**config.mk**
```make
export PLATFORM = sky130hd
export DESIGN_NAME = mpl_pcs
export DESIGN_NICKNAME = d
export VERILOG_FILES = /design/src/pkg/mpl_pcs_pkg.sv /design/src/hdl/mpl_pcs.sv
export SDC_FILE = /design/constraint.sdc
export NUM_CORES = 1
export LEC_CHECK = 0
export ABC_AREA = 1
export BUFFER_PORTS_ARGS = -buffer_cell sky130_fd_sc_hd__buf_4
export CAP_MARGIN = 20
export CORE_ASPECT_RATIO = 2
export CORE_MARGIN = 2
export CORE_UTILIZATION = 23
export CTS_BUF_LIST = sky130_fd_sc_hd__clkbuf_4
export CTS_CLUSTER_SIZE = 10
export DETAILED_ROUTE_END_ITERATION = 16
export PLACE_DENSITY = 0.43
export REMOVE_ABC_BUFFERS = 1
export SLEW_MARGIN = 25
export SYNTH_ARGS = -nofsm -noshare
export SYNTH_HDL_FRONTEND = slang
export SYNTH_SLANG_ARGS = --single-unit
```
**constraint.sdc**
```tcl
create_clock -name core_clk -period 2.95 [get_ports core_clk]
set_clock_uncertainty 0.2 [all_clocks]
set_input_delay 0.4425 -clock core_clk [delete_from_list [all_inputs] [get_ports core_clk]]
set_output_delay 0.4425 -clock core_clk [all_outputs]
set_load 0.02 [all_outputs]
```
**src/pkg/mpl_pcs_pkg.sv**
```systemverilog
// constants, code groups and register layout of the 4B/5B coding sublayer
package mpl_pcs_pkg;

  // ***************************************************
  // clocking
  // ***************************************************
  localparam int CORE_HZ = 100_000_000;
  localparam int MII_HZ_FAST = 25_000_000;
  localparam int MII_HZ_SLOW = 2_500_000;
  localparam int DIV_W = 5;
  localparam logic [DIV_W-1:0] DIV_HALF_FAST =
    DIV_W'(CORE_HZ / (2 * MII_HZ_FAST));
  localparam logic [DIV_W-1:0] DIV_HALF_SLOW =
    DIV_W'(CORE_HZ / (2 * MII_HZ_SLOW));

  // ***************************************************
  // code groups
  // ***************************************************
  localparam logic [4:0] CG_IDLE = 5'h1F;
  localparam logic [4:0] CG_J = 5'h18;
  localparam logic [4:0] CG_K = 5'h11;
  localparam logic [4:0] CG_T = 5'h0D;
  localparam logic [4:0] CG_R = 5'h07;
  localparam logic [4:0] CG_H = 5'h04;
  localparam logic [3:0] NIB_PREAMBLE = 4'h5;
  localparam logic [3:0] NIB_BAD = 4'h5;
  localparam logic [4:0] ENC_TABLE [16] = '{
    5'h1E, 5'h09, 5'h14, 5'h15, 5'h0A, 5'h0B, 5'h0E, 5'h0F,
    5'h12, 5'h13, 5'h16, 5'h17, 5'h1A, 5'h1B, 5'h1C, 5'h1D};

  // ***************************************************
  // registers
  // ***************************************************
  localparam int ADDR_W = 8;
  localparam logic [ADDR_W-1:0] REG_CTRL = 8'h00;
  localparam logic [ADDR_W-1:0] REG_STATUS = 8'h04;
  localparam logic [ADDR_W-1:0] REG_ERRCNT = 8'h08;
  localparam int CTRL_W = 6;
  localparam int CTL_SPEED100 = 0;
  localparam int CTL_FULLDUP = 1;
  localparam int CTL_AUTONEG = 2;
  localparam int CTL_TESTLOOP = 3;
  localparam int CTL_LBDIS = 4;
  localparam int CTL_FIBER = 5;
  localparam logic [CTRL_W-1:0] CTRL_RESET = 6'h01;
  localparam int ST_CRS = 0;
  localparam int ST_COL = 1;
  localparam int ST_TXACT = 2;
  localparam int ST_RXACT = 3;
  localparam int ST_TESTLB = 4;
  localparam int ST_OPLB = 5;
  localparam int ST_FIBER = 6;
  localparam int ERRCNT_W = 16;

  typedef enum logic [3:0] {
    TX_IDLE = 4'h1,
    TX_K = 4'h2,
    TX_DATA = 4'h4,
    TX_R = 4'h8
  } mpl_tx_state_t;

  typedef enum logic [3:0] {
    RX_IDLE = 4'h1,
    RX_GOTJ = 4'h2,
    RX_FRAME = 4'h4,
    RX_GOTT = 4'h8
  } mpl_rx_state_t;

endpackage : mpl_pcs_pkg

```
**src/hdl/mpl_pcs.sv**
```systemverilog
// 4B/5B coding sublayer with MII, loopbacks, carrier and collision
`timescale 1ns/10ps
module mpl_pcs
  import mpl_pcs_pkg::*;
(
  input wire logic core_clk,
  input wire logic rst,
  input wire logic [ADDR_W-1:0] avs_address,
  input wire logic avs_read,
  input wire logic avs_write,
  input wire logic [31:0] avs_writedata,
  input wire logic [3:0] avs_byteenable,
  output logic [31:0] avs_readdata,
  output logic avs_waitrequest,
  output logic txClk,
  output logic rxClk,
  input wire logic txEn,
  input wire logic txEr,
  input wire logic [3:0] txd,
  output logic rxDv,
  output logic rxEr,
  output logic [3:0] rxd,
  output logic crs,
  output logic col,
  input wire logic lineRxClk,
  input wire logic [4:0] lineRxGroup,
  input wire logic fiberSignalDetect,
  output logic [4:0] lineTransmitPair,
  output logic lineTransmitOff
);

  // ***************************************************
  // helpers
  // ***************************************************
  function automatic logic [4:0] decode(input logic [4:0] g);
    logic [4:0] r;
    r = 5'h00;
    for (int i = 0; i < 16; i++)
    begin
      if (ENC_TABLE[i] == g)
      begin
        r = {1'b1, 4'(i)};
      end
    end
    return r;
  endfunction : decode

  // running line level: a one bit toggles the line
  function automatic logic [5:0] nrziEnc(input logic [4:0] g,
                                         input logic lvl);
    logic l;
    logic [4:0] o;
    l = lvl;
    o = 5'h00;
    for (int i = 4; i >= 0; i--)
    begin
      l = l ^ g[i];
      o[i] = l;
    end
    return {l, o};
  endfunction : nrziEnc

  function automatic logic [5:0] nrziDec(input logic [4:0] g,
                                         input logic lvl);
    logic l;
    logic [4:0] o;
    l = lvl;
    o = 5'h00;
    for (int i = 4; i >= 0; i--)
    begin
      o[i] = l ^ g[i];
      l = g[i];
    end
    return {l, o};
  endfunction : nrziDec

  // ***************************************************
  // input synchronisers
  // ***************************************************
  logic [1:0] txEnS_r, txErS_r, sdS_r, lrcS_r;
  logic [3:0] txd1_r, txd2_r;
  logic [4:0] lrg1_r, lrg2_r;
  logic lrcPrev_r;
  logic lineEvent;

  always_ff @(posedge core_clk)
  begin
    if (rst)
    begin
      txEnS_r <= 2'h0;
      txErS_r <= 2'h0;
      sdS_r <= 2'h0;
      lrcS_r <= 2'h0;
      txd1_r <= 4'h0;
      txd2_r <= 4'h0;
      lrg1_r <= 5'h00;
      lrg2_r <= 5'h00;
      lrcPrev_r <= 1'b0;
    end
    else
    begin
      txEnS_r <= {txEnS_r[0], txEn};
      txErS_r <= {txErS_r[0], txEr};
      sdS_r <= {sdS_r[0], fiberSignalDetect};
      lrcS_r <= {lrcS_r[0], lineRxClk};
      txd1_r <= txd;
      txd2_r <= txd1_r;
      lrg1_r <= lineRxGroup;
      lrg2_r <= lrg1_r;
      lrcPrev_r <= lrcS_r[1];
    end
  end

  assign lineEvent = lrcS_r[1] & ~lrcPrev_r;

  // ***************************************************
  // control decode
  // ***************************************************
  logic [CTRL_W-1:0] ctrl_r;
  logic speed100, fullDup, autoNeg, fiberActive, testLoop, opLoopOk;
  logic loopSel, txActive, rxActive;
  logic opTail_r;

  assign speed100 = ctrl_r[CTL_SPEED100];
  assign fullDup = ctrl_r[CTL_FULLDUP];
  assign autoNeg = ctrl_r[CTL_AUTONEG];
  assign fiberActive = ctrl_r[CTL_FIBER] & ~autoNeg & speed100;
  assign testLoop = ctrl_r[CTL_TESTLOOP] &
    (fiberActive ? sdS_r[1] : (fullDup & ~autoNeg));
  assign opLoopOk = ~speed100 & ~fullDup & ~ctrl_r[CTL_LBDIS];
  assign loopSel = testLoop | (opLoopOk & (txEnS_r[1] | opTail_r));

  // ***************************************************
  // interface clocks
  // ***************************************************
  logic [DIV_W-1:0] divCnt_r, divHalf;
  logic miiClk_r, divWrap, txEvent;

  assign divHalf = speed100 ? DIV_HALF_FAST : DIV_HALF_SLOW;
  assign divWrap = divCnt_r == divHalf - DIV_W'(1);
  // inputs are two core cycles old here, within one period of the interface clock
  assign txEvent = divWrap & ~miiClk_r;

  always_ff @(posedge core_clk)
  begin
    if (rst || divWrap)
    begin
      divCnt_r <= '0;
    end
    else
    begin
      divCnt_r <= divCnt_r + DIV_W'(1);
    end
  end

  always_ff @(posedge core_clk)
  begin
    if (rst)
    begin
      miiClk_r <= 1'b0;
    end
    else if (divWrap)
    begin
      miiClk_r <= ~miiClk_r;
    end
  end

  assign txClk = miiClk_r;
  assign rxClk = miiClk_r;

  // ***************************************************
  // transmit encoder
  // ***************************************************
  mpl_tx_state_t txState_r, txStateNxt;
  logic [4:0] txGroupNxt;
  logic [5:0] txNrzi;
  logic txLevel_r;
  logic [4:0] lineTransmitPair_r;
  logic lineTransmitOff_r;

  always_comb
  begin
    txStateNxt = txState_r;
    txGroupNxt = CG_IDLE;
    unique case (txState_r)
      TX_IDLE:
        if (txEnS_r[1])
        begin
          txGroupNxt = CG_J;
          txStateNxt = TX_K;
        end
      TX_K:
        if (txEnS_r[1])
        begin
          txGroupNxt = CG_K;
          txStateNxt = TX_DATA;
        end
        else
        begin
          txGroupNxt = CG_T;
          txStateNxt = TX_R;
        end
      TX_DATA:
        if (txEnS_r[1])
        begin
          txGroupNxt = txErS_r[1] ? CG_H : ENC_TABLE[txd2_r];
        end
        else
        begin
          txGroupNxt = CG_T;
          txStateNxt = TX_R;
        end
      TX_R:
      begin
        txGroupNxt = CG_R;
        txStateNxt = TX_IDLE;
      end
    endcase
  end

  assign txNrzi = nrziEnc(txGroupNxt, txLevel_r);

  always_ff @(posedge core_clk)
  begin
    if (rst || !speed100)
    begin
      txState_r <= TX_IDLE;
    end
    else if (txEvent)
    begin
      txState_r <= txStateNxt;
    end
  end

  always_ff @(posedge core_clk)
  begin
    if (rst)
    begin
      lineTransmitPair_r <= CG_IDLE;
      txLevel_r <= 1'b0;
      lineTransmitOff_r <= 1'b0;
    end
    else
    begin
      lineTransmitOff_r <= testLoop;
      if (txEvent && speed100)
      begin
        // one group per nibble clock
        lineTransmitPair_r <= fiberActive ? txNrzi[4:0] : txGroupNxt;
        txLevel_r <= fiberActive ? txNrzi[5] : txLevel_r;
      end
    end
  end

  assign lineTransmitPair = lineTransmitPair_r;
  assign lineTransmitOff = lineTransmitOff_r;
  assign txActive = speed100 ? (txState_r != TX_IDLE) : txEnS_r[1];

  // ***************************************************
  // receive source and decoder
  // ***************************************************
  mpl_rx_state_t rxState_r, rxStateNxt;
  logic rxLevel_r, rxEvent, bad;
  logic [5:0] rxNrzi;
  logic [4:0] g, dec;
  logic rxDv_r, rxEr_r, rxDvNxt, rxErNxt;
  logic [3:0] rxd_r, rxdNxt;

  assign rxNrzi = nrziDec(lrg2_r, rxLevel_r);
  assign rxEvent = loopSel ? txEvent : lineEvent;

  always_comb
  begin
    if (loopSel)
    begin
      g = speed100 ? txGroupNxt : {txEnS_r[1], txd2_r};
    end
    else if (fiberActive)
    begin
      // lost signal reads as idle, so an open frame ends with a receive error
      g = sdS_r[1] ? rxNrzi[4:0] : CG_IDLE;
    end
    else
    begin
      g = lrg2_r;
    end
  end

  assign dec = decode(g);

  always_comb
  begin
    rxStateNxt = RX_IDLE;
    rxDvNxt = 1'b0;
    rxErNxt = 1'b0;
    rxdNxt = 4'h0;
    bad = 1'b0;
    unique case (rxState_r)
      RX_IDLE:
        if (g == CG_J)
        begin
          rxDvNxt = 1'b1;
          rxdNxt = NIB_PREAMBLE;
          rxStateNxt = RX_GOTJ;
        end
      RX_GOTJ:
        if (g == CG_K)
        begin
          rxDvNxt = 1'b1;
          rxdNxt = NIB_PREAMBLE;
          rxStateNxt = RX_FRAME;
        end
        else
        begin
          rxErNxt = 1'b1;
          rxdNxt = NIB_BAD;
          bad = 1'b1;
        end
      RX_FRAME:
        if (dec[4])
        begin
          rxDvNxt = 1'b1;
          rxdNxt = dec[3:0];
          rxStateNxt = RX_FRAME;
        end
        else if (g == CG_T)
        begin
          rxStateNxt = RX_GOTT;
        end
        else if (g == CG_IDLE)
        begin
          rxErNxt = 1'b1;
          bad = 1'b1;
        end
        else
        begin
          rxDvNxt = 1'b1;
          rxErNxt = 1'b1;
          rxdNxt = NIB_BAD;
          rxStateNxt = RX_FRAME;
          bad = 1'b1;
        end
      RX_GOTT:
        if (g != CG_R)
        begin
          rxErNxt = 1'b1;
          bad = 1'b1;
        end
    endcase
  end

  always_ff @(posedge core_clk)
  begin
    if (rst || !speed100)
    begin
      rxState_r <= RX_IDLE;
    end
    else if (rxEvent)
    begin
      rxState_r <= rxStateNxt;
    end
  end

  always_ff @(posedge core_clk)
  begin
    if (rst)
    begin
      rxLevel_r <= 1'b0;
    end
    else if (lineEvent && fiberActive)
    begin
      rxLevel_r <= rxNrzi[5];
    end
  end

  // holds the loop for the event that sees transmit enable low, else the
  // last looped nibble would stand as valid and carrier would stick
  always_ff @(posedge core_clk)
  begin
    if (rst)
    begin
      opTail_r <= 1'b0;
    end
    else if (rxEvent)
    begin
      opTail_r <= opLoopOk & txEnS_r[1];
    end
  end

  always_ff @(posedge core_clk)
  begin
    if (rst)
    begin
      rxDv_r <= 1'b0;
      rxEr_r <= 1'b0;
      rxd_r <= 4'h0;
    end
    else if (rxEvent)
    begin
      // at 10 Mbps bit 4 of the group marks a valid nibble
      rxDv_r <= speed100 ? rxDvNxt : g[4];
      rxEr_r <= speed100 ? rxErNxt : 1'b0;
      rxd_r <= speed100 ? rxdNxt : g[3:0];
    end
  end

  assign rxDv = rxDv_r;
  assign rxEr = rxEr_r;
  assign rxd = rxd_r;
  assign rxActive = speed100 ? (rxState_r != RX_IDLE) : rxDv_r;

  // ***************************************************
  // carrier and collision
  // ***************************************************
  // combinational on purpose: no clock edge between cause and output
  assign crs = rxActive | (~fullDup & txActive);
  // looped data is our own, so it never counts as a collision
  assign col = ~fullDup & txActive & rxActive & ~loopSel;

  // ***************************************************
  // register slave
  // ***************************************************
  logic ack_r;
  logic [31:0] readdata_r;
  logic [ERRCNT_W-1:0] errCnt_r;
  logic wrTake, rdLoad, cntClr;

  assign avs_waitrequest = (avs_read | avs_write) & ~ack_r;
  assign wrTake = avs_write & ack_r;
  assign rdLoad = avs_read & ~ack_r;
  assign cntClr = wrTake && avs_address == REG_ERRCNT;

  always_ff @(posedge core_clk)
  begin
    if (rst)
    begin
      ack_r <= 1'b0;
    end
    else
    begin
      ack_r <= (avs_read | avs_write) & ~ack_r;
    end
  end

  always_ff @(posedge core_clk)
  begin
    if (rst)
    begin
      ctrl_r <= CTRL_RESET;
    end
    else if (wrTake && avs_address == REG_CTRL && avs_byteenable[0])
    begin
      ctrl_r <= avs_writedata[CTRL_W-1:0];
    end
  end

  // a new error in the clearing cycle still counts
  always_ff @(posedge core_clk)
  begin
    if (rst)
    begin
      errCnt_r <= '0;
    end
    else if (rxEvent && speed100 && bad)
    begin
      errCnt_r <= cntClr ? ERRCNT_W'(1) :
        (&errCnt_r ? errCnt_r : errCnt_r + ERRCNT_W'(1));
    end
    else if (cntClr)
    begin
      errCnt_r <= '0;
    end
  end

  always_ff @(posedge core_clk)
  begin
    if (rst)
    begin
      readdata_r <= 32'h0000_0000;
    end
    else if (rdLoad)
    begin
      readdata_r <= 32'h0000_0000;
      unique case (avs_address)
        REG_CTRL: readdata_r[CTRL_W-1:0] <= ctrl_r;
        REG_STATUS:
        begin
          readdata_r[ST_CRS] <= crs;
          readdata_r[ST_COL] <= col;
          readdata_r[ST_TXACT] <= txActive;
          readdata_r[ST_RXACT] <= rxActive;
          readdata_r[ST_TESTLB] <= testLoop;
          readdata_r[ST_OPLB] <= loopSel & ~testLoop;
          readdata_r[ST_FIBER] <= fiberActive;
        end
        REG_ERRCNT: readdata_r[ERRCNT_W-1:0] <= errCnt_r;
        default: readdata_r <= 32'h0000_0000;
      endcase
    end
  end

  assign avs_readdata = readdata_r;

endmodule : mpl_pcs

```
==> results_dict.tcl, run 1 <==
set metrics [dict create \
    core_sq_um 21400 \
    layout-drive-gt1-share_pct 24.3 \
    min_from "avs_writedata[2]" \
    syn_area_sq_um 4980 \
    cp-start-kind "flop" \
    insertion_delay_ps 510 \
    ff2ff_setup_slack_ps 220 \
    p_per_area_nw_per_um2 402 \
    postCtsSetupRepairBufs 0 \
    period_minus_slack_ps 2800 \
    status "finished, final reports clean" \
    grt_pass1_wl_mm 24.6 \
    drt-total-wl_mm 15.6 \
    critical_path_class "reg2out" \
    final_cell_mix "126 x nand2_1, 122 x buf_4, 101 x nor2_1, 93 x inv_1, 87 x dfxtp_1" \
    port_buffers 64 \
    cp-end-kind "output pin" \
    ys_warn_count 0 \
    setup_tns_ps 0 \
    antenna_found_initial 1 \
    p_leak_uw 0.00285 \
    crit_arrival_ps 2160 \
    dieArea_sq_um 22900 \
    cts_sinks 95 \
    placed_cells 1106 \
    cts_tree "done" \
    worstPathMaxFanout 12 \
    grt_max_degree 34 \
    ys_ff_latch 95 \
    finalMaxSlewViolations 0 \
    grt_overflow 0 \
    slew_headroom_pct 55.5 \
    path_clk_slew_ps 160 \
    yosysUniqueCellTypes 46 \
    crit_required_ps 2310 \
    rows 76 \
    clock.fmax_ghz 0.357 \
    regArea_sq_um 1910 \
    holdPathStages 3 \
    min_to "ctrl_r[2]" \
    htree_num_levels 3 \
    timing.rr.start "txState_r[3]" \
    drv_cap 0 \
    drt_iter0_drc 134 \
    ys.flop_type "dfxtp_1" \
    worstMarginPinSlew_ps 661 \
    hpwl_mm 12.2 \
    avgSynthCellArea_sq_um 6.85 \
    final_common_cell "nand2_1" \
    gp_congestion 0.816 \
    instances_no_fill 1142 \
    hp-class "in2reg" \
    synth_edf_count 0 \
    cts_inserted_buffers 9 \
    final_util_pct 31.0 \
    synthArstFlopShare_pct 0 \
    grt.total_usage_pct 14.2 \
    reg2reg_depth 19 \
    whs_ps 40.7 \
    fillers 2352 \
    ir_drop_mv 0.160 \
    multi_input_area_sq_um 2660 \
    top_level_ports 110 \
    die_w_microns 108 \
    hold_viol_final 0 \
    firstDrtPassIters 6 \
    wl_per_cell_microns 13.6 \
    cts_root_buf "clkbuf_4" \
    finalSetupViolCount 0 \
    initial_core_util_pct 23.3 \
    vias 5023 \
    finalCritPeriodShare_pct 95.0 \
    timing.rr.end "errCnt_r[13]" \
    fin_nets 927 \
    viasPerCell 4.40 \
    area.growth.synth_to_final_pct 33.2 \
    postRouteAntennaNets 0 \
    clk_path_buf_depth 2 \
    die_y_microns 212 \
    grt_pass1_vias 4773 \
    seq_area_frac_synth_pct 38.2 \
    drc 0 \
    synth_cells 728 \
]
[where the power goes]
part           internal [uW]  switching (uW)
combinational            196             270
clock                    338             488
sequential              1340            39.9
[worst max-delay path by stage]
stage / from / end / slack [ps] / depth (start not counted)
2_1_floorplan: avs_address[5] / errCnt_r[9] / -40 / 9
3_5_place_dp: txState_r[0] / errCnt_r[10] / 100 / 18
5_1_grt: txState_r[1] / errCnt_r[7] / -20 / 20
6_report: ctrl_r[0] / col / 150 / 8
3_3_place_gp: txState_r[0] / lineTransmitPair[0] / 110 / 12
4_1_cts: ctrl_r[0] / col / 20 / 7
[Yosys cell counts (3+ instances only)]
master / n / area [sq um]
nand2_1: 132 / 495
nor2_1: 105 / 394
dfxtp_1: 95 / 1900
inv_1: 94 / 353
a21oi_1: 59 / 295
nand3_1: 51 / 255
o21ai_0: 50 / 250
buf_4: 19 / 143
clkbuf_1: 13 / 48.8
nor3_1: 11 / 55.1
nor2_2: 10 / 62.6
xor2_1: 9 / 78.8
nand4_1: 8 / 50.1
nand2_2: 6 / 37.5
nor4_1: 5 / 31.3
o221ai_1: 5 / 43.8
nand2_4: 4 / 45.0
nand3_2: 4 / 40.0
o211ai_1: 4 / 30.0
xnor2_1: 4 / 35.0
buf_2: 3 / 15.0
inv_4: 3 / 18.8
o21ai_1: 3 / 15.0
[per-layer routing]
| layer | routed length, microns | part of all wire, % | vias up | global-route usage (%) |
|---|---|---|---|---|
| li1 | - | - | 2597 | - |
| met1 | 5700 | 37 | 2317 | 13.5 |
| met2 | 9090 | 58 | 88 | 28.5 |
| met3 | 360 | 2.3 | 21 | 2.21 |
| met4 | 403 | 2.6 | 0 | 6.54 |
| met5 | 0 | 0 | - | 0 |
[kinds of logic after synthesis]
group | count (synthesis) | synth area share (%)
and+or+nand+nor | 346 | 31.6
DFF | 95 | 38.2
AOI/OAI and AO/OA | 135 | 15.1
xor gates and xnor gates | 13 | 2.28
other | 1 | 0.0752
adders and majority gates | 2 | 0.502
buffers and inverters | 136 | 12.2
[registers in the layout, indices dropped and copies added, names as in the netlist, 2 cells and up]
register / count
rxState_r: 4
lrcS_r: 2
lrg1_r: 5
rxd: 4
lrg2_r: 5
lineTransmitPair: 5
sdS_r: 2
txEnS_r: 2
divCnt_r: 5
txd1_r: 4
errCnt_r: 16
txd2_r: 4
ctrl_r: 6
txErS_r: 2
txState_r: 4
avs_readdata: 16
[metrics by stage]
stage / total power [uW] / instance area, sq um / worst slack [ps]
global route: 2810 / 6640 / -22.1
detailed placement: 1840 / 6110 / 96.3
CTS: 2710 / 6480 / 20.0
finish: 2670 / 6640 / 146
floorplan: 1630 / 4810 / -37.4
global placement: 1840 / 6110 / 114
[worst max-delay path, stage by stage, from the launching register on]
cell and delay (ps):
dfxtp_4 420, buf_4 150, inv_2 50, buf_4 190, nand2_1 110, o21ai_2 80, or2_4 250, nor3_4 250
buf_6 150
[what timing repair did]
item | 4_1_cts | 5_1_grt
endpoints found under the hold margin | 19 | 0
hold buffers | 20 | 0
gates cloned | 0 | 0
pin swaps | 0 | 4
gates resized for setup | 7 | 48
setup endpoints to repair | 2 | 24
[layout make-up]
| cell class | instances | share of cell area (%) |
|---|---|---|
| multi-input combinational | 512 | 40.1 |
| sequential | 95 | 28.8 |
| timing repair buffer | 147 | 17.7 |
| inverter | 99 | 5.86 |
| tap | 273 | 5.15 |
| clock inverter | 6 | 1.28 |
| clock buffer | 9 | 1.02 |
| antenna | 1 | 0.0377 |
Power figures use the tool's default switching activity.
==> run 2: changes to the inputs <==
--- a/config.mk
+++ b/config.mk
@@ -10,11 +10,11 @@
 export CAP_MARGIN = 20
 export CORE_ASPECT_RATIO = 2
 export CORE_MARGIN = 2
-export CORE_UTILIZATION = 23
+export CORE_UTILIZATION = 52
 export CTS_BUF_LIST = sky130_fd_sc_hd__clkbuf_4
 export CTS_CLUSTER_SIZE = 10
 export DETAILED_ROUTE_END_ITERATION = 16
-export PLACE_DENSITY = 0.43
+export PLACE_DENSITY = 0.8
 export REMOVE_ABC_BUFFERS = 1
 export SLEW_MARGIN = 25
 export SYNTH_ARGS = -nofsm -noshare
==> run 2 against run 1 <==
Via count is 1.5% higher. Largest power group unchanged. Fmax is 0.93% lower. Final cell count is 18% lower. Highest routed layer unchanged. Hold slack worse by 6.1 ps. Power is 6.8% lower. Critical path depth is 12 higher. Sequential cell count stayed put.
==> results_dict.tcl, run 2 (synthesized netlist as in run 1, its figures left out) <==
set metrics [dict create \
    hold_viol_final 0 \
    insertion_delay_ps 480 \
    finalSetupViolCount 0 \
    critical_path_class "reg2reg" \
    clock_power_share_pct 27.4 \
    clk_path_buf_depth 2 \
    p_per_area_nw_per_um2 412 \
    die_w_microns 73.2 \
    cts_root_buf "clkbuf_4" \
    status "finished, final reports clean" \
    placed_cells 904 \
    p_int_uw 1700 \
    crit_required_ps 3180 \
    dpl_cell_area_sq_um 5650 \
    power_frac_comb_pct 17.2 \
    cts_sinks 95 \
    layout-drive-gt1-share_pct 20.4 \
    cp-start-kind "flop" \
    pwr-share-seq_pct 55.4 \
    worstPathMaxFanout 8 \
    wl_per_cell_microns 14.3 \
    finalPower_uw 2490 \
    grt_pass1_wl_mm 21.1 \
    grt_overflow 0 \
    viasPerCell 5.44 \
    instances_no_fill 937 \
    path_clk_slew_ps 160 \
    drt_iter0_drc 314 \
    dieArea_sq_um 10400 \
    switching_share_pct 31.7 \
    final_cell_mix "131 x nand2_1, 100 x nor2_1, 96 x buf_4, 93 x inv_1, 90 x dfxtp_1" \
    cts_tree "done" \
    crit_arrival_ps 3060 \
    worstMarginPinSlew_ps 774 \
    p_sw_uw 788 \
    drc 0 \
    htree_num_levels 3 \
    firstDrtPassIters 5 \
    grt.total_usage_pct 26.0 \
    fillers 821 \
    setup_tns_ps 0 \
    antenna_found_initial 1 \
    hp-class "in2reg" \
    hpwl_mm 10.0 \
    grt_pass1_vias 4874 \
    cp-end-kind "flop" \
    clock.fmax_ghz 0.353 \
    area.growth.synth_to_final_pct 21.1 \
    die_y_microns 142 \
    gp_congestion 0.914 \
    final_cell_area_sq_um 6030 \
    fin_nets 890 \
    p_leak_uw 0.00264 \
    top_level_ports 110 \
    ir_drop_mv 0.305 \
    drv_cap 0 \
    grt_max_degree 30 \
    finalMaxSlewViolations 0 \
    cts_inserted_buffers 9 \
    vias 5099 \
    initial_core_util_pct 53.5 \
    core_sq_um 9320 \
    finalCritPeriodShare_pct 95.9 \
    slew_headroom_pct 48.4 \
    final_common_cell "nand2_1" \
    period_minus_slack_ps 2830 \
    rows 50 \
    port_buffers 64 \
    postRouteAntennaNets 0 \
    drt-total-wl_mm 13.4 \
    final_util_pct 64.7 \
]
==> run 2: worst paths after layout <==
kind,start,endpoint,slack (ps),cells after the start
max reg2reg,ctrl_r[5],errCnt_r[14],120,20
max,ctrl_r[5],errCnt_r[14],120,20
min reg2reg,txErS_r[0],txErS_r[1],220,2
min,avs_read,ack_r,30,3
==> run 2: cell type report <==
cell class | instances | area (sq um) | area share [%]
well taps | 104 | 130 | 2.16
flip-flops and latches | 95 | 1910 | 31.6
multi-input cells | 512 | 2610 | 43.3
diodes | 1 | 2.50 | 0.0415
repair buffers | 110 | 861 | 14.3
inverters | 99 | 389 | 6.45
clock inverters | 7 | 62.6 | 1.04
clock buffers | 9 | 67.6 | 1.12
==> run 2: worst max-delay path, cell delays in order (launching register included) <==
cell and delay, ps:
dfxtp_1 440, nand2_4 90, nor2_8 140, nand2_4 90
nand3_4 110, nand2_4 90, inv_4 100, nor2_1 50
nand2_1 70, nand2_2 130, inv_4 140, nor2_1 60
nand2_2 70, nand2_1 60, nor2_2 150, nand3_2 80
nand2_2 110, buf_4 130, nand2_1 80, or2_0 220
a21oi_1 150
==> run 2: metal layers <==
layer / up-vias / track usage [%] / part of all wire, %
met5: - / 0 / 0
met4: 0 / 17.1 / 5.1
met3: 58 / 4.89 / 4.4
met2: 170 / 47.6 / 55
met1: 2354 / 25.3 / 36
li1: 2517 / - / -
==> run 2: metrics by stage <==
stage | hold slack, ps | setup slack [ps]
CTS | 32.7 | 93.9
detailed placement | 197 | 123
global placement | 190 | 141
global route | 24.2 | -67.3
floorplan | 188 | -37.4
finish | 34.5 | 120
==> run 2: power by group through the flow <==
| stage | sequential (uW) | combinational (uW) | clock (uW) |
|---|---|---|---|
| 5_1_grt | 1390 | 471 | 751 |
| 6_report | 1380 | 428 | 682 |
| 3_3_place_gp | 1400 | 392 | 0 |
| 3_5_place_dp | 1410 | 401 | 0 |
| 2_1_floorplan | 1430 | 196 | 0 |
| 4_1_cts | 1380 | 417 | 695 |
==> run 2: repair_timing <==
action | 4_1_cts | 5_1_grt
endpoints found under the hold margin | 14 | 0
buffers inserted | 0 | 2
gates resized for setup | 0 | 28
hold buffers | 14 | 0
setup endpoints to repair | 0 | 19
